## src/dec_consts.vh

```
// constants for the debug event control block
`ifndef DEC_CONSTS_VH
`define DEC_CONSTS_VH

// special-purpose register numbers (10-bit)
`define DEC_SPR_CTRL        10'h134
`define DEC_SPR_DCA_ONE     10'h13C
`define DEC_SPR_DCA_TWO     10'h13D

// control register bit positions, bit 31 is the msb (bit 0 in big-endian numbering)
`define DEC_B_EXT           31
`define DEC_B_INT           30
`define DEC_B_RST_HI        29
`define DEC_B_RST_LO        28
`define DEC_B_COMPLETION_EVENT_ENABLE          27
`define DEC_B_BRT           26
`define DEC_B_INTERRUPT_EVENT_ENABLE          25
`define DEC_B_TRAP          24
`define DEC_B_IAC_HI        23
`define DEC_B_IAC_LO        20
`define DEC_B_D1R           19
`define DEC_B_D1W           18
`define DEC_B_D2R           17
`define DEC_B_D2W           16
`define DEC_B_RET           15
`define DEC_B_FT            0

// writable bits: 0..16 and 31 in big-endian numbering
`define DEC_CTRL_MASK       32'hFFFF8001
`define DEC_CTRL_RESET      32'h00000000
`define DEC_ADDR_RESET      32'h00000000

// reset request codes
`define DEC_RST_NONE        2'h0
`define DEC_RST_CORE        2'h1
`define DEC_RST_CHIP        2'h2
`define DEC_RST_SYS         2'h3

`endif

```

## src/dec_event_gate.v

```verilog
// qualifies one debug event source against its enable and suppression
module dec_event_gate (
	// clock and reset
	input  wire clk_in,
	input  wire rst_n_in,
	// source and qualifiers
	input  wire raw_in,
	input  wire enable_in,
	input  wire suppress_in,
	// qualified event
	output reg  event_out
);

	always @(posedge clk_in or negedge rst_n_in) begin
		if (!rst_n_in) begin
			event_out <= 1'b0;
		end else begin
			event_out <= raw_in & enable_in & ~suppress_in;
		end
	end

endmodule

```

## src/dec_spr_reg.v

```verilog
// one 32-bit special-purpose register with write mask
`include "dec_consts.vh"

module dec_spr_reg #(
	parameter [9:0]  NUMBER = 10'h000,
	parameter [31:0] MASK   = 32'hFFFFFFFF
) (
	// clock and reset
	input  wire        clk_in,
	input  wire        rst_n_in,
	// write port
	input  wire        wr_en_in,
	input  wire [9:0]  spr_num_in,
	input  wire [31:0] wr_data_in,
	// contents
	output reg  [31:0] value_out
);

	always @(posedge clk_in or negedge rst_n_in) begin
		if (!rst_n_in) begin
			value_out <= `DEC_ADDR_RESET;
		end else if (wr_en_in && spr_num_in == NUMBER) begin
			value_out <= wr_data_in & MASK;
		end
	end

endmodule

```

## src/dec_top.v

```verilog
// debug event control: control and data compare registers, event qualification
//
// Overview of operation
// - control bit 0 enables external debug mode
// - control bit 1 enables internal debug mode
// - bits 2:3 request core, chip, system reset
// - bit 4 completion events, gated by debug enable
// - bit 5 branch taken events, same gating
// - bit 6 interrupt events; critical ones gated internally
// - bit 7 enables trap events
// - bits 8-11 enable address compares one-four
// - bits 12/13 read/write events, compare one
// - bits 14/15 read/write events, compare two
// - bit 16 return events; critical returns gated
// - bit 31 freezes timers while status set
// - compare registers hold full byte addresses
// - control register is spr 0x134, supervisor only
// - compare registers at 0x13C/0x13D, supervisor only
`include "dec_consts.vh"

module dec_top (
	// clock and reset
	input  wire        clk_in,
	input  wire        rst_n_in,
	// special-purpose register access
	input  wire        spr_wr_in,
	input  wire        spr_rd_in,
	input  wire [9:0]  spr_num_in,
	input  wire [31:0] spr_wr_data_in,
	input  wire        supervisor_in,
	output reg  [31:0] spr_rd_data_out,
	output reg         spr_hit_out,
	output reg         spr_priv_fault_out,
	// core state
	input  wire        machine_state_debug_enable_in,
	input  wire        debug_wait_in,
	input  wire        debug_status_event_in,
	// raw event sources from the pipeline
	input  wire        completion_in,
	input  wire        branch_taken_in,
	input  wire        interrupt_in,
	input  wire        interrupt_critical_in,
	input  wire        trap_in,
	input  wire [3:0]  instr_compare_in,
	input  wire        data_read_in,
	input  wire        data_write_in,
	input  wire [31:0] data_addr_in,
	input  wire        exception_exit_in,
	input  wire        exception_exit_critical_in,
	// mode and reset outputs
	output reg         external_debug_enable_out,
	output reg         internal_debug_enable_out,
	output reg         core_reset_req_out,
	output reg         chip_reset_req_out,
	output reg         system_reset_req_out,
	output reg         freeze_timers_out,
	// qualified debug events
	output wire        completion_event_out,
	output wire        branch_taken_event_out,
	output wire        interrupt_event_out,
	output wire        trap_event_out,
	output wire [3:0]  instr_compare_event_out,
	output wire        data_one_read_event_out,
	output wire        data_one_write_event_out,
	output wire        data_two_read_event_out,
	output wire        data_two_write_event_out,
	output wire        exception_exit_event_out
);

	////////////////////////////////////////////////////////////////////////////
	// register decode

	wire [31:0] debug_event_control;
	wire [31:0] data_compare_address_one;
	wire [31:0] data_compare_address_two;
	wire        ctrl_sel;
	wire        dca_one_sel;
	wire        dca_two_sel;
	wire        any_sel;
	wire        wr_ok;
	wire        rd_ok;
	wire        acc_any;

	assign ctrl_sel    = (spr_num_in == `DEC_SPR_CTRL);
	assign dca_one_sel = (spr_num_in == `DEC_SPR_DCA_ONE);
	assign dca_two_sel = (spr_num_in == `DEC_SPR_DCA_TWO);
	assign any_sel     = ctrl_sel | dca_one_sel | dca_two_sel;
	// user-state writes are dropped, never half-applied
	assign wr_ok       = spr_wr_in & supervisor_in;
	// user-state reads return zero rather than live contents
	assign rd_ok       = spr_rd_in & supervisor_in;
	assign acc_any     = (spr_rd_in | spr_wr_in) & any_sel;

	dec_spr_reg #(
		.NUMBER (`DEC_SPR_CTRL),
		.MASK   (`DEC_CTRL_MASK)
	) u_ctrl (
		.clk_in     (clk_in),
		.rst_n_in   (rst_n_in),
		.wr_en_in   (wr_ok),
		.spr_num_in (spr_num_in),
		.wr_data_in (spr_wr_data_in),
		.value_out  (debug_event_control)
	);

	dec_spr_reg #(
		.NUMBER (`DEC_SPR_DCA_ONE),
		.MASK   (32'hFFFFFFFF)
	) u_dca_one (
		.clk_in     (clk_in),
		.rst_n_in   (rst_n_in),
		.wr_en_in   (wr_ok),
		.spr_num_in (spr_num_in),
		.wr_data_in (spr_wr_data_in),
		.value_out  (data_compare_address_one)
	);

	dec_spr_reg #(
		.NUMBER (`DEC_SPR_DCA_TWO),
		.MASK   (32'hFFFFFFFF)
	) u_dca_two (
		.clk_in     (clk_in),
		.rst_n_in   (rst_n_in),
		.wr_en_in   (wr_ok),
		.spr_num_in (spr_num_in),
		.wr_data_in (spr_wr_data_in),
		.value_out  (data_compare_address_two)
	);

	////////////////////////////////////////////////////////////////////////////
	// read port

	reg [31:0] next_rd_data;

	always @* begin
		next_rd_data = 32'h00000000;
		if (rd_ok) begin
			if (ctrl_sel) begin
				next_rd_data = debug_event_control;
			end else if (dca_one_sel) begin
				next_rd_data = data_compare_address_one;
			end else if (dca_two_sel) begin
				next_rd_data = data_compare_address_two;
			end
		end
	end

	always @(posedge clk_in or negedge rst_n_in) begin
		if (!rst_n_in) begin
			spr_rd_data_out    <= 32'h00000000;
			spr_hit_out        <= 1'b0;
			spr_priv_fault_out <= 1'b0;
		end else begin
			spr_rd_data_out    <= next_rd_data;
			spr_hit_out        <= acc_any & supervisor_in;
			// user-state access to these numbers is a privilege fault
			spr_priv_fault_out <= acc_any & ~supervisor_in;
		end
	end

	////////////////////////////////////////////////////////////////////////////
	// modes, reset request, timer freeze

	wire       ext_mode;
	wire       int_mode;
	wire [1:0] rst_field;
	wire       rst_write;
	wire       core_rst_hit;
	wire       chip_rst_hit;
	wire       sys_rst_hit;

	assign ext_mode  = debug_event_control[`DEC_B_EXT];
	assign int_mode  = debug_event_control[`DEC_B_INT];
	assign rst_field = spr_wr_data_in[`DEC_B_RST_HI:`DEC_B_RST_LO];
	// the request fires on the write itself; the stored field does not hold it asserted
	assign rst_write = wr_ok & ctrl_sel;

	// one decode per code, so at most one request can pulse per write
	assign core_rst_hit = rst_write & (rst_field == `DEC_RST_CORE);
	assign chip_rst_hit = rst_write & (rst_field == `DEC_RST_CHIP);
	assign sys_rst_hit  = rst_write & (rst_field == `DEC_RST_SYS);

	always @(posedge clk_in or negedge rst_n_in) begin
		if (!rst_n_in) begin
			external_debug_enable_out <= 1'b0;
			internal_debug_enable_out <= 1'b0;
			core_reset_req_out        <= 1'b0;
			chip_reset_req_out        <= 1'b0;
			system_reset_req_out      <= 1'b0;
			freeze_timers_out         <= 1'b0;
		end else begin
			external_debug_enable_out <= ext_mode;
			internal_debug_enable_out <= int_mode;
			core_reset_req_out   <= core_rst_hit;
			chip_reset_req_out   <= chip_rst_hit;
			system_reset_req_out <= sys_rst_hit;
			freeze_timers_out    <= debug_event_control[`DEC_B_FT]
				& debug_status_event_in;
		end
	end

	////////////////////////////////////////////////////////////////////////////
	// event qualification

	wire        de_suppress;
	wire        crit_suppress;
	wire        ret_suppress;
	wire        dca_one_hit;
	wire        dca_two_hit;
	wire [12:0] raw_vec;
	wire [12:0] en_vec;
	wire [12:0] sup_vec;
	wire [12:0] evt_vec;

	// external or wait mode overrides any internal-mode suppression
	// reads the register, not the lagged mode outputs, so a write acts at once
	assign de_suppress   = int_mode & ~machine_state_debug_enable_in
		& ~ext_mode & ~debug_wait_in;
	assign crit_suppress = interrupt_critical_in & int_mode
		& ~ext_mode & ~debug_wait_in;
	assign ret_suppress  = exception_exit_critical_in & de_suppress;

	// full byte-address compare; no range or mask modes here
	assign dca_one_hit = (data_addr_in == data_compare_address_one);
	assign dca_two_hit = (data_addr_in == data_compare_address_two);

	assign raw_vec = {
		exception_exit_in,
		data_write_in & dca_two_hit,
		data_read_in & dca_two_hit,
		data_write_in & dca_one_hit,
		data_read_in & dca_one_hit,
		instr_compare_in,
		trap_in,
		interrupt_in,
		branch_taken_in,
		completion_in
	};

	// slots 7:4 keep compare one on top, as on instr_compare_in
	assign en_vec = {
		debug_event_control[`DEC_B_RET],
		debug_event_control[`DEC_B_D2W],
		debug_event_control[`DEC_B_D2R],
		debug_event_control[`DEC_B_D1W],
		debug_event_control[`DEC_B_D1R],
		debug_event_control[`DEC_B_IAC_HI],
		debug_event_control[`DEC_B_IAC_HI - 1],
		debug_event_control[`DEC_B_IAC_HI - 2],
		debug_event_control[`DEC_B_IAC_LO],
		debug_event_control[`DEC_B_TRAP],
		debug_event_control[`DEC_B_INTERRUPT_EVENT_ENABLE],
		debug_event_control[`DEC_B_BRT],
		debug_event_control[`DEC_B_COMPLETION_EVENT_ENABLE]
	};

	// only the listed suppressions; other sources pass whenever enabled
	assign sup_vec = {
		ret_suppress,
		1'h0,
		1'h0,
		1'h0,
		1'h0,
		4'h0,
		1'h0,
		crit_suppress,
		de_suppress,
		de_suppress
	};

	genvar g;
	generate
		for (g = 0; g < 13; g = g + 1) begin : gate
			dec_event_gate u_gate (
				.clk_in      (clk_in),
				.rst_n_in    (rst_n_in),
				.raw_in      (raw_vec[g]),
				.enable_in   (en_vec[g]),
				.suppress_in (sup_vec[g]),
				.event_out   (evt_vec[g])
			);
		end
	endgenerate

	////////////////////////////////////////////////////////////////////////////
	// event outputs

	assign completion_event_out     = evt_vec[0];
	assign branch_taken_event_out   = evt_vec[1];
	assign interrupt_event_out      = evt_vec[2];
	assign trap_event_out           = evt_vec[3];
	// compare one sits at bit 8 of the field, i.e. the highest of the four
	assign instr_compare_event_out  = evt_vec[7:4];
	assign data_one_read_event_out  = evt_vec[8];
	assign data_one_write_event_out = evt_vec[9];
	assign data_two_read_event_out  = evt_vec[10];
	assign data_two_write_event_out = evt_vec[11];
	assign exception_exit_event_out = evt_vec[12];

endmodule

```

## config.mk

```make
export PLATFORM = sky130hd
export DESIGN_NAME = dec_top
export DESIGN_NICKNAME = d
export VERILOG_FILES = /design/src/dec_event_gate.v /design/src/dec_spr_reg.v /design/src/dec_top.v
export VERILOG_INCLUDE_DIRS = /design/src /design/src/src
export SDC_FILE = /design/constraint.sdc
export NUM_CORES = 1
export LEC_CHECK = 0
export BUFFER_PORTS_ARGS = -buffer_cell sky130_fd_sc_hd__buf_2
export CAP_MARGIN = 20
export CELL_PAD_IN_SITES_DETAIL_PLACEMENT = 2
export CELL_PAD_IN_SITES_GLOBAL_PLACEMENT = 2
export CORE_MARGIN = 3
export CORE_UTILIZATION = 35
export DETAILED_ROUTE_END_ITERATION = 7
export PLACE_DENSITY = 0.88
export SLEW_MARGIN = 20
export SYNTH_ARGS = -nofsm -noshare
export SYNTH_HDL_FRONTEND = slang
export SYNTH_SLANG_ARGS = --single-unit
```

## constraint.sdc

```tcl
create_clock -name clk_in -period 1.5 [get_ports clk_in]
set_input_delay 0.3 -clock clk_in [delete_from_list [all_inputs] [get_ports clk_in]]
set_output_delay 0.3 -clock clk_in [all_outputs]
set_load 0.02 [all_outputs]
```

# Word level (Yosys, flattened, before mapping)
# Cells that the tools add are included.
[classes]
eq_ne = 8
mux = 4
n_bitwise = 48
n_reduce_logical = 3
[ops]
columns = ["cell", "n"]
rows = [
  ["32-bit 2-to-1 mux", 4],
  ["32-bit == test", 2],
  ["1-bit AND", 38],
  ["10-bit by 9-bit == test with 1-bit output (second input constant)", 3],
  ["1-bit inverter", 7],
  ["2-bit == test (second input constant)", 2],
  ["1-bit logical AND", 3],
  ["1-bit bitwise OR", 3],
  ["2-bit by 1-bit == test with 1-bit output (second input constant)", 1],
]
[word_totals]
register_bits = 135
inputBits = 95
out_inout_bits = 53
wordCells = 88

# Logic depth before layout (Yosys ltp)
# Gate-level depths: netlist of run 1.
[depth]
depth_word = 7
mapped_depth = 7
depth_no_buf = 4

# By module
# From an unflattened synthesis of run 1, not the netlist that was laid out.
[hier_totals]
hier_cells = 524
area_unflattened_um2 = 6690.2
[modules_own_cells]
columns = ["module", "instances", "cells_each", "area_each_um2"]
rows = [
  ["dec_top", 1, 300, 2660.1],
  ["dec_spr_reg (u_dca_one)", 1, 71, 1360.1],
  ["dec_spr_reg (u_dca_two)", 1, 71, 1356.3],
  ["dec_spr_reg (u_ctrl)", 1, 56, 874.6],
  ["dec_event_gate", 13, 2, 33.8],
]

# Worst setup path before layout of run 1
# OpenSTA, ideal clock, no wires.
[synth_path]
kind = "in2reg"
from = "input spr_num_in[9]"
to = "register u_dca_one.value_out[22]"
setup_ps = 125
arrival_ps = 1941
required_time_ps = 1375
path_slack_ps = -566
path_stages = 5
path_buffers = 1
cell_sequence = "or4b_4 or2_4 nor3_4 buf_6 mux2_2"
[synth_between]
elab_chain_cells = 2
[synth_lines]
columns = ["element", "line", "text"]
rows = [
  ["start, declared", "dec_top.v:28", "input wire [9:0] spr_num_in,"],
  ["10-bit by 9-bit == test with 1-bit output", "dec_spr_reg.v:22", "end else if (wr_en_in && spr_num_in == NUMBER) begin"],
  ["1-bit logical AND", "dec_spr_reg.v:22", ""],
  ["end signal, assigned", "dec_spr_reg.v:21", "value_out <= `DEC_ADDR_RESET;"],
  ["end signal, assigned", "dec_spr_reg.v:23", "value_out <= wr_data_in & MASK;"],
  ["end, declared", "dec_spr_reg.v:16", "output reg [31:0] value_out"],
]
# Every way passes these cells.
# A chain may end at the register's enable or synchronous reset.

# Worst setup path in the final report of run 1
[layout_path]
from = "register u_dca_two.value_out[14]"
to = "register gate[10].u_gate.event_out"
[layout_between]
elab_chain_cells = 3
[layout_lines]
columns = ["element", "line", "text"]
rows = [
  ["start, declared", "dec_spr_reg.v:16", ""],
  ["start signal, assigned", "dec_spr_reg.v:21", ""],
  ["start signal, assigned", "dec_spr_reg.v:23", ""],
  ["32-bit == test", "dec_top.v:225", "assign dca_two_hit = (data_addr_in == data_compare_address_two);"],
  ["1-bit AND", "dec_top.v:230", "data_read_in & dca_two_hit,"],
  ["1-bit AND", "dec_event_gate.v:18", "event_out <= raw_in & enable_in & ~suppress_in;"],
  ["end signal, assigned", "dec_event_gate.v:18", ""],
  ["end, declared", "dec_event_gate.v:11", "output reg event_out"],
]
# Every way passes these cells.

==> flow_summary.html, run 1 <==
<table>
<tr><th>Metric</th><th>Value</th></tr>
<tr><th colspan="2">Status</th></tr>
<tr><td>Result of the run</td><td>complete, but fails checks</td></tr>
<tr><td>Failing checks</td><td>negative setup slack</td></tr>
<tr><th colspan="2">Timing</th></tr>
<tr><td>Final Cycle Share</td><td>1.29</td></tr>
<tr><td>Setup repair after global routing missed its margin</td><td>true</td></tr>
<tr><td>Worst clock skew on the final layout</td><td>about 0.011 ns</td></tr>
<tr><td>Max-slew violation count</td><td>0</td></tr>
<tr><td>Number of hold-slack violations in the final timing report</td><td>0</td></tr>
<tr><td>Transition time of the tightest slew-check pin</td><td>between 0.5 and 0.6 ns</td></tr>
<tr><td>Final worst-path setup slack</td><td>-0.440 ns</td></tr>
<tr><td>Max frequency</td><td>515 MHz</td></tr>
<tr><td>Number of endpoints failing setup at the final stage</td><td>about 120</td></tr>
<tr><td>Max_slew headroom</td><td>0.606</td></tr>
<tr><td>Final critical delay including setup and external delays</td><td>between 1.5 and 2 ns</td></tr>
<tr><td>Accumulated negative setup slack</td><td>-25.11 ns</td></tr>
<tr><th colspan="2">Flow run</th></tr>
<tr><td>Number of maximum-capacitance constraint violations</td><td>0</td></tr>
<tr><th colspan="2">CTS</th></tr>
<tr><td>Number of buffers created by CTS</td><td>17</td></tr>
<tr><td># clock sinks</td><td>about 140</td></tr>
<tr><td>Clock transition time at the flip-flop clock pins of the worst setup and hold paths</td><td>0.07 ns</td></tr>
<tr><td>Root Buffer</td><td>sky130_fd_sc_hd__clkbuf_16</td></tr>
<tr><td>Worst-skew pair later-pin latency</td><td>0.44 ns</td></tr>
<tr><td>Clock tree from TritonCTS</td><td>yes</td></tr>
<tr><td>Number of buffers on the longest clock path</td><td>2</td></tr>
<tr><td>H-tree lvl count</td><td>4</td></tr>
<tr><th colspan="2">Setup path</th></tr>
<tr><td>Chain of cells forming the critical path</td><td>xor2_1 -&gt; nor4_1 -&gt; nand4_1 -&gt; buf_4 -&gt; nor3_2</td></tr>
<tr><td>Worst path slowest cell</td><td>sky130_fd_sc_hd__nor4_1</td></tr>
<tr><td>Crit. End Element</td><td>register</td></tr>
<tr><td>Arrival @ worst endpoint</td><td>2.28 ns</td></tr>
<tr><td>Worst Path Max Fanout</td><td>2</td></tr>
<tr><td>Maximum single-stage delay on the critical path</td><td>0.53 ns</td></tr>
<tr><td>Data required time at the worst endpoint</td><td>approximately 1.8 ns</td></tr>
<tr><td>Origin of the worst setup path</td><td>u_dca_two.value_out[14]</td></tr>
<tr><td>Type of element launching the critical path</td><td>register</td></tr>
<tr><td>Classification of the worst setup path</td><td>reg -&gt; reg</td></tr>
<tr><td>R2R Path Start</td><td>u_dca_two.value_out[14]</td></tr>
<tr><th colspan="2">Place</th></tr>
<tr><td>Final estimated routing congestion in global placement</td><td>between 0.8 and 0.9</td></tr>
<tr><td>Worst setup slack before clock tree synthesis</td><td>-0.734 ns</td></tr>
<tr><td>Final HPWL DP</td><td>~16000 um</td></tr>
<tr><td>Instance area at placement</td><td>between 7000 and 8000 sq um</td></tr>
<tr><td>Port Buffer Count</td><td>about 150</td></tr>
<tr><th colspan="2">Die</th></tr>
<tr><td>Die extent in y</td><td>137 um</td></tr>
<tr><td>Number of rows in the core area</td><td>between 40 and 50</td></tr>
<tr><td>Starting density of the core</td><td>0.359</td></tr>
<tr><td>IO Pins</td><td>roughly 150</td></tr>
<tr><td>Die Wd</td><td>between 100 and 150 um</td></tr>
<tr><td>Area of the placeable core</td><td>16700 sq um</td></tr>
<tr><td>Overall die area</td><td>between 15000 and 20000 sq um</td></tr>
<tr><th colspan="2">Detailed routing</th></tr>
<tr><td>Drt initial violations</td><td>around 450</td></tr>
<tr><td>Post-DR vias/cell</td><td>around 5.7</td></tr>
<tr><td>Top routing layer in use</td><td>met5</td></tr>
<tr><td>Post-route DRC</td><td>0</td></tr>
<tr><td>Wire length after detailed routing</td><td>about 33000 um</td></tr>
<tr><td>Met3 routed WL</td><td>between 2000 and 2500 um</td></tr>
<tr><td>Wire length per cell</td><td>approximately 35 um</td></tr>
<tr><td>DR pass1 iterations</td><td>5</td></tr>
<tr><td>Routed wire length on met2</td><td>roughly 17000 um</td></tr>
<tr><td>Post-Route M1 WL</td><td>12400 um</td></tr>
<tr><td>Antenna-violating nets left</td><td>0</td></tr>
<tr><td>Via count</td><td>5361</td></tr>
<tr><th colspan="2">Worst hold path</th></tr>
<tr><td>Worst hold start</td><td>interrupt_critical_in</td></tr>
<tr><td>Classification of the worst-slack hold path</td><td>in -&gt; reg</td></tr>
<tr><th colspan="2">Synth</th></tr>
<tr><td>Mapped Nets</td><td>~570</td></tr>
<tr><td>Synthesis-stage register bit count</td><td>roughly 140</td></tr>
<tr><td>Average cell area after synthesis</td><td>12.8 sq um</td></tr>
<tr><td>Share of synthesized area occupied by flip-flops and latches</td><td>0.563</td></tr>
<tr><td>Count of mapped cells out of synthesis</td><td>470</td></tr>
<tr><td>Count of different cell masters after synthesis</td><td>33</td></tr>
<tr><td>Netlist area before placement</td><td>roughly 6000 sq um</td></tr>
<tr><td>Number of warning messages in the yosys log</td><td>0</td></tr>
<tr><td>Leading post-synthesis cells by cell area</td><td>sky130_fd_sc_hd__dfrtp_1 (56%), sky130_fd_sc_hd__mux2_2 (14%), sky130_fd_sc_hd__xor2_1 (9.3%)</td></tr>
<tr><td>Synth top area share</td><td>0.563</td></tr>
<tr><td>Synth area leader</td><td>sky130_fd_sc_hd__dfrtp_1</td></tr>
<tr><th colspan="2">Pwr</th></tr>
<tr><td>Leakage power</td><td>between 4 and 5 nW</td></tr>
<tr><td>Power Total</td><td>between 0.008 and 0.009 W</td></tr>
<tr><td>Net switching component of the power</td><td>between 0.002 and 0.0025 W</td></tr>
<tr><td>Total power density per cell area</td><td>975 nW/um^2</td></tr>
<tr><td>Switching share of power</td><td>0.258</td></tr>
<tr><td>Worst supply voltage drop on vdd</td><td>~1000 uV</td></tr>
<tr><td>Cell internal pwr</td><td>0.00660 W</td></tr>
<tr><td>Clk pwr share</td><td>0.508</td></tr>
<tr><td>Proportion of power drawn by combinational gates</td><td>0.077</td></tr>
<tr><td>Fraction of power consumed by sequential logic</td><td>0.415</td></tr>
<tr><th colspan="2">GRT</th></tr>
<tr><td>Wire length of the first global-routing pass</td><td>41200 um</td></tr>
<tr><td>Global route overflow</td><td>0</td></tr>
<tr><td>GRT Resource Usage Total</td><td>0.312</td></tr>
<tr><td>Antenna violations before repair</td><td>5</td></tr>
<tr><td>Number of global-route vias before repair</td><td>about 5800</td></tr>
<tr><td>Pin count of the biggest net entering global routing</td><td>38</td></tr>
<tr><th colspan="2">Cells and area</th></tr>
<tr><td>Proportion of layout cells with a drive suffix above 1</td><td>0.585</td></tr>
<tr><td>Core occupancy in the finished layout</td><td>0.546</td></tr>
<tr><td>Final-stage net count</td><td>about 800</td></tr>
<tr><td>Syn-to-layout area delta</td><td>51.9%</td></tr>
<tr><td>Finished layout cell area</td><td>9120 sq um</td></tr>
</table>
cells in the mapped netlist (all sizes together):
cell / number
a211oi: 2
a31oi: 1
and2: 6
and3: 3
and3b: 1
buf: 12
clkbuf: 11
dfrtp: 135
inv: 5
mux2: 81
mux2i: 14
nand2: 28
nand3b: 1
nand4: 4
nand4b: 1
nor2: 34
nor3: 8
nor4: 18
o211a: 1
o21ai: 19
o22ai: 1
o2bb2ai: 16
or2: 2
or3: 1
or4b: 1
xor2: 64
routing by layer:
| layer | up-vias | track usage |
|---|---|---|
| met3 | 112 | 0.0842 |
| met4 | 2 | 0.147 |
| met1 | 2834 | 0.351 |
| li1 | 2096 | - |
| met5 | - | 0 |
| met2 | 317 | 0.548 |
cells in the final DEF (no fill, tap or decap), types with 3 or more instances in the layout:
| cell type | netlist | layout |
|---|---|---|
| sky130_fd_sc_hd__xor2_2 | 0 | 3 |
| sky130_fd_sc_hd__dfrtp_1 | 135 | 135 |
| sky130_fd_sc_hd__buf_6 | 6 | 10 |
| sky130_fd_sc_hd__nor2_1 | 34 | 12 |
| sky130_fd_sc_hd__nor2_2 | 0 | 16 |
| sky130_fd_sc_hd__and3_1 | 3 | 3 |
| sky130_fd_sc_hd__mux2_4 | 0 | 81 |
| sky130_fd_sc_hd__buf_8 | 0 | 6 |
| sky130_fd_sc_hd__nand2_1 | 28 | 26 |
| sky130_fd_sc_hd__clkinv_2 | 0 | 5 |
| sky130_fd_sc_hd__nand4_1 | 4 | 4 |
| sky130_fd_sc_hd__diode_2 | 0 | 4 |
| sky130_fd_sc_hd__buf_16 | 0 | 3 |
| sky130_fd_sc_hd__o21ai_2 | 0 | 11 |
| sky130_fd_sc_hd__o21ai_4 | 0 | 8 |
| sky130_fd_sc_hd__nor4_2 | 1 | 13 |
| sky130_fd_sc_hd__o2bb2ai_1 | 16 | 16 |
| sky130_fd_sc_hd__nor2_4 | 0 | 6 |
| sky130_fd_sc_hd__buf_2 | 2 | 145 |
| sky130_fd_sc_hd__buf_4 | 4 | 55 |
| sky130_fd_sc_hd__nor4_1 | 16 | 3 |
| sky130_fd_sc_hd__inv_1 | 5 | 5 |
| sky130_fd_sc_hd__nor3_2 | 0 | 4 |
| sky130_fd_sc_hd__xor2_1 | 64 | 61 |
| sky130_fd_sc_hd__clkbuf_16 | 0 | 20 |
| sky130_fd_sc_hd__and2_1 | 6 | 6 |
| sky130_fd_sc_hd__buf_12 | 0 | 8 |
| sky130_fd_sc_hd__bufinv_16 | 0 | 3 |
| sky130_fd_sc_hd__mux2i_1 | 14 | 14 |
| sky130_fd_sc_hd__clkinvlp_4 | 0 | 4 |
kinds of logic (layout without fill, tap and decap cells):
family | count (synthesis) | count (layout) | share of synthesized area
mux | 95 | 95 | 0.175
flops | 135 | 135 | 0.563
compound gates | 40 | 40 | 0.0454
buf+inv | 28 | 268 | 0.0279
xor+xnor | 64 | 64 | 0.0934
other cells | 0 | 4 | 0
simple gates | 108 | 109 | 0.0951
registers in the layout, indices dropped and copies added (netlist names):
register	count
gate.u_gate.event_out	13
system_reset_req_out	1
u_ctrl.value_out	18
spr_rd_data_out	32
freeze_timers_out	1
chip_reset_req_out	1
internal_debug_enable_out	1
core_reset_req_out	1
u_dca_one.value_out	32
spr_hit_out	1
spr_priv_fault_out	1
u_dca_two.value_out	32
external_debug_enable_out	1
per-stage QoR:
stage                     hold WS, ns  instances
final                          0.0537        935
after floorplan               0.00441        470
after CTS                      0.0374        912
after detailed placement        0.232        868
after global routing           0.0390        935
after global placement          0.227        868
what timing repair did:
item / 4_1_cts / 5_1_grt
hold endpoints to repair: 31 / 0
gates resized for setup: 80 / 92
setup endpoints to repair: 119 / 113
buffers inserted: 6 / 15
pin swaps: 17 / 11
hold buffers: 1 / 0
cloned: 5 / 5
final timing paths:
kind	depth (start not counted)	to	slack (ns)
hold / removal	2	gate[2].u_gate.event_out	0.05
max in group asynchronous	3	u_dca_two.value_out[7]	0.57
min in group asynchronous	2	u_dca_one.value_out[8]	0.33
setup reg to reg	5	gate[10].u_gate.event_out	-0.44
hold reg to reg	0	external_debug_enable_out	0.54
setup / recovery	5	gate[10].u_gate.event_out	-0.44
power by group through the flow:
stage                     combinational, W  clock [W]  sequential [W]
after global routing              0.000716    0.00472         0.00369
after detailed placement          0.000567          0         0.00375
after floorplan                   0.000171          0         0.00374
final                             0.000684    0.00452         0.00369
after CTS                         0.000606    0.00447         0.00368
after global placement            0.000530          0         0.00374
area by class of cell:
cell class	instances	area [sq um]
Antenna cell	4	10.0
Timing Repair Buffer	231	1670
Tap cell	220	275
Fill cell	1577	7580
Multi-Input combinational cell	308	3160
Inverter	5	18.8
Clock inverter	13	154
Sequential cell	135	3380
Clock buffer	19	453
worst max-delay path, delay by kind of cell (launching register included):
family	cells	cell delay, ns
DFF	1	0.43
and+or+nand+nor	3	0.99
buffers and inverters	1	0.21
xor gates and xnor gates	1	0.21
Note: power is estimated with default switching activity, not from simulation.
==> inputs of run 2 (changes only) <==
Settings changed: CORE_MARGIN 3 to 5.
==> run 2 against run 1 <==
  * Maximum frequency rose by 3.3%
  * Design area increased by 1.5%
  * Register-to-register slack gained 0.14 ns
  * Clock skew increased by 0.0013 ns
  * The run still ends with negative setup slack left
  * Cell count is 0.75% higher
==> flow_summary.html, run 2 (synthesis results as in run 1) <==
<table>
<tr><th>Metric</th><th>Value</th></tr>
<tr><th colspan="2">Status</th></tr>
<tr><td>Result of the run</td><td>complete, but fails checks</td></tr>
<tr><td>Failing checks</td><td>negative setup slack</td></tr>
<tr><th colspan="2">CTS</th></tr>
<tr><td>Worst-skew pair later-pin latency</td><td>roughly 0.45 ns</td></tr>
<tr><td># clock sinks</td><td>135</td></tr>
<tr><td>Number of buffers on the longest clock path</td><td>2</td></tr>
<tr><td>Number of buffers created by CTS</td><td>17</td></tr>
<tr><td>Root Buffer</td><td>sky130_fd_sc_hd__clkbuf_16</td></tr>
<tr><td>Clock transition time at the flip-flop clock pins of the worst setup and hold paths</td><td>about 0.06 ns</td></tr>
<tr><td>H-tree lvl count</td><td>4</td></tr>
<tr><td>Clock tree from TritonCTS</td><td>yes</td></tr>
<tr><th colspan="2">Detailed routing</th></tr>
<tr><td>Wire length after detailed routing</td><td>34400 um</td></tr>
<tr><td>Post-DR vias/cell</td><td>~5.7</td></tr>
<tr><td>Via count</td><td>approximately 5400</td></tr>
<tr><td>Post-route DRC</td><td>0</td></tr>
<tr><td>Wire length per cell</td><td>between 30 and 40 um</td></tr>
<tr><td>Drt initial violations</td><td>351</td></tr>
<tr><td>DR pass1 iterations</td><td>4</td></tr>
<tr><td>Antenna-violating nets left</td><td>0</td></tr>
<tr><th colspan="2">Timing</th></tr>
<tr><td>Final worst-path setup slack</td><td>-0.378 ns</td></tr>
<tr><td>Accumulated negative setup slack</td><td>-35.09 ns</td></tr>
<tr><td>Worst clock skew on the final layout</td><td>approximately 0.013 ns</td></tr>
<tr><td>Transition time of the tightest slew-check pin</td><td>0.603 ns</td></tr>
<tr><td>Number of endpoints failing setup at the final stage</td><td>~120</td></tr>
<tr><td>Max-slew violation count</td><td>0</td></tr>
<tr><td>Max frequency</td><td>between 500 and 600 MHz</td></tr>
<tr><td>Final critical delay including setup and external delays</td><td>approximately 1.9 ns</td></tr>
<tr><td>Final Cycle Share</td><td>1.25</td></tr>
<tr><td>Number of hold-slack violations in the final timing report</td><td>0</td></tr>
<tr><td>Max_slew headroom</td><td>0.598</td></tr>
<tr><td>Setup repair after global routing missed its margin</td><td>true</td></tr>
<tr><th colspan="2">Cells and area</th></tr>
<tr><td>Final-stage net count</td><td>800</td></tr>
<tr><td>Proportion of layout cells with a drive suffix above 1</td><td>0.597</td></tr>
<tr><td>Largest registers</td><td>spr_rd_data_out: 32 flops, u_dca_one.value_out: 32 flops, u_dca_two.value_out: 32 flops</td></tr>
<tr><td>Leading cell types in the layout, fill and taps excluded</td><td>sky130_fd_sc_hd__buf_2 (145), sky130_fd_sc_hd__dfrtp_1 (133), sky130_fd_sc_hd__mux2_4 (72), sky130_fd_sc_hd__buf_4 (64), sky130_fd_sc_hd__xor2_1 (57)</td></tr>
<tr><td>Finished layout cell area</td><td>9250 sq um</td></tr>
<tr><td>Syn-to-layout area delta</td><td>54.2%</td></tr>
<tr><td>Most common cell after layout, fill and taps aside</td><td>sky130_fd_sc_hd__buf_2</td></tr>
<tr><th colspan="2">Setup path</th></tr>
<tr><td>Worst Path Max Fanout</td><td>7</td></tr>
<tr><td>Type of element launching the critical path</td><td>primary input</td></tr>
<tr><td>Data required time at the worst endpoint</td><td>1.83 ns</td></tr>
<tr><td>Crit. End Element</td><td>register</td></tr>
<tr><td>Worst Reg-to-Reg Cells</td><td>4</td></tr>
<tr><td>Arrival @ worst endpoint</td><td>~2.2 ns</td></tr>
<tr><td>Classification of the worst setup path</td><td>in -&gt; reg</td></tr>
<tr><th colspan="2">GRT</th></tr>
<tr><td>Met2 usage</td><td>0.533</td></tr>
<tr><td>GRT met1 Usage</td><td>0.343</td></tr>
<tr><td>Global route overflow</td><td>0</td></tr>
<tr><td>GRT Resource Usage Total</td><td>0.309</td></tr>
<tr><td>Antenna violations before repair</td><td>5</td></tr>
<tr><td>Top Usage Layer GRT</td><td>met2</td></tr>
<tr><td>Met3 global-route usage</td><td>0.0999</td></tr>
<tr><td>Pin count of the biggest net entering global routing</td><td>49</td></tr>
<tr><td>Number of global-route vias before repair</td><td>~6000</td></tr>
<tr><td>Wire length of the first global-routing pass</td><td>between 40000 and 50000 um</td></tr>
<tr><th colspan="2">Pwr</th></tr>
<tr><td>Worst supply voltage drop on vdd</td><td>between 800 and 900 uV</td></tr>
<tr><td>Leakage power</td><td>between 4 and 5 nW</td></tr>
<tr><td>Power Total</td><td>slightly below 0.009 W</td></tr>
<tr><td>Total power density per cell area</td><td>between 900 and 1000 nW/um^2</td></tr>
<tr><th colspan="2">Place</th></tr>
<tr><td>Instance area at placement</td><td>~7500 sq um</td></tr>
<tr><td>Final estimated routing congestion in global placement</td><td>approximately 0.8</td></tr>
<tr><td>Worst setup slack before clock tree synthesis</td><td>-0.747 ns</td></tr>
<tr><td>Port Buffer Count</td><td>147</td></tr>
<tr><td>Final HPWL DP</td><td>~16000 um</td></tr>
<tr><th colspan="2">Die</th></tr>
<tr><td>Die Wd</td><td>about 140 um</td></tr>
<tr><td>Starting density of the core</td><td>0.359</td></tr>
<tr><td>Area of the placeable core</td><td>between 15000 and 20000 sq um</td></tr>
<tr><td>Number of rows in the core area</td><td>between 40 and 50</td></tr>
<tr><td>IO Pins</td><td>148</td></tr>
<tr><td>Die extent in y</td><td>~140 um</td></tr>
<tr><td>Overall die area</td><td>a little under 20000 sq um</td></tr>
<tr><th colspan="2">Flow run</th></tr>
<tr><td>Number of maximum-capacitance constraint violations</td><td>0</td></tr>
<tr><th colspan="2">Worst hold path</th></tr>
<tr><td>Hold Path Stages</td><td>2</td></tr>
<tr><td>Classification of the worst-slack hold path</td><td>in -&gt; reg</td></tr>
</table>
[run 2: final cells by class]
type / count / area [sq um]
diodes: 4 / 10.0
multi-input cells: 308 / 3230
clock inverters: 12 / 125
repair buffers: 238 / 1750
fillers: 1569 / 7450
inverters: 5 / 18.8
flip-flops and latches: 135 / 3380
well taps: 220 / 275
clock buffers: 20 / 467
[run 2: final timing paths]
kind	from	end	slack, ns
worst max register to register	u_dca_two.value_out[26]	gate[11].u_gate.event_out	-0.30
min in group asynchronous	rst_n_in	spr_rd_data_out[3]	0.35
worst max-delay path	spr_num_in[9]	u_ctrl.value_out[15]	-0.38
worst min register to register	u_ctrl.value_out[30]	internal_debug_enable_out	0.53
worst min-delay path	instr_compare_in[3]	gate[7].u_gate.event_out	0.07
max in group asynchronous	rst_n_in	u_dca_two.value_out[16]	0.46
[run 2: power by group]
part	internal, W	switching [W]	leakage (nW)
clock	0.00257	0.00188	0.288
combinational	0.000254	0.000469	2.51
sequential	0.00366	0.0000255	1.88
[run 2: repair_timing]
item	4_1_cts	5_1_grt
hold buffers	1	0
endpoints found under the setup margin	121	121
hold endpoints to repair	38	0
pin swaps	18	24
setup buffers	12	14
resized for setup	110	65
gates cloned	5	4
[run 2: layer usage]
layer | wire length [um] | vias to the layer above
met4 | 1760 | 6
met1 | 13000 | 2822
met2 | 17400 | 326
li1 | - | 2100
met3 | 2260 | 114
met5 | 46 | -
[run 2: through the flow]
step,hold WS (ns),instances,utilization
2_1_floorplan,0.00441,470,-
3_3_place_gp,0.249,872,0.449
3_5_place_dp,0.253,872,0.449
4_1_cts,0.0540,922,0.526
5_1_grt,0.0757,941,0.554
6_report,0.0746,942,0.554
[run 2: worst max-delay path: stages]
cell,delay [ns]
sky130_fd_sc_hd__buf_6,0.09
sky130_fd_sc_hd__or4b_4,0.54
sky130_fd_sc_hd__buf_4,0.16
sky130_fd_sc_hd__buf_6,0.13
sky130_fd_sc_hd__nor4_4,0.29
sky130_fd_sc_hd__buf_6,0.19
sky130_fd_sc_hd__buf_12,0.16
sky130_fd_sc_hd__mux2_2,0.34
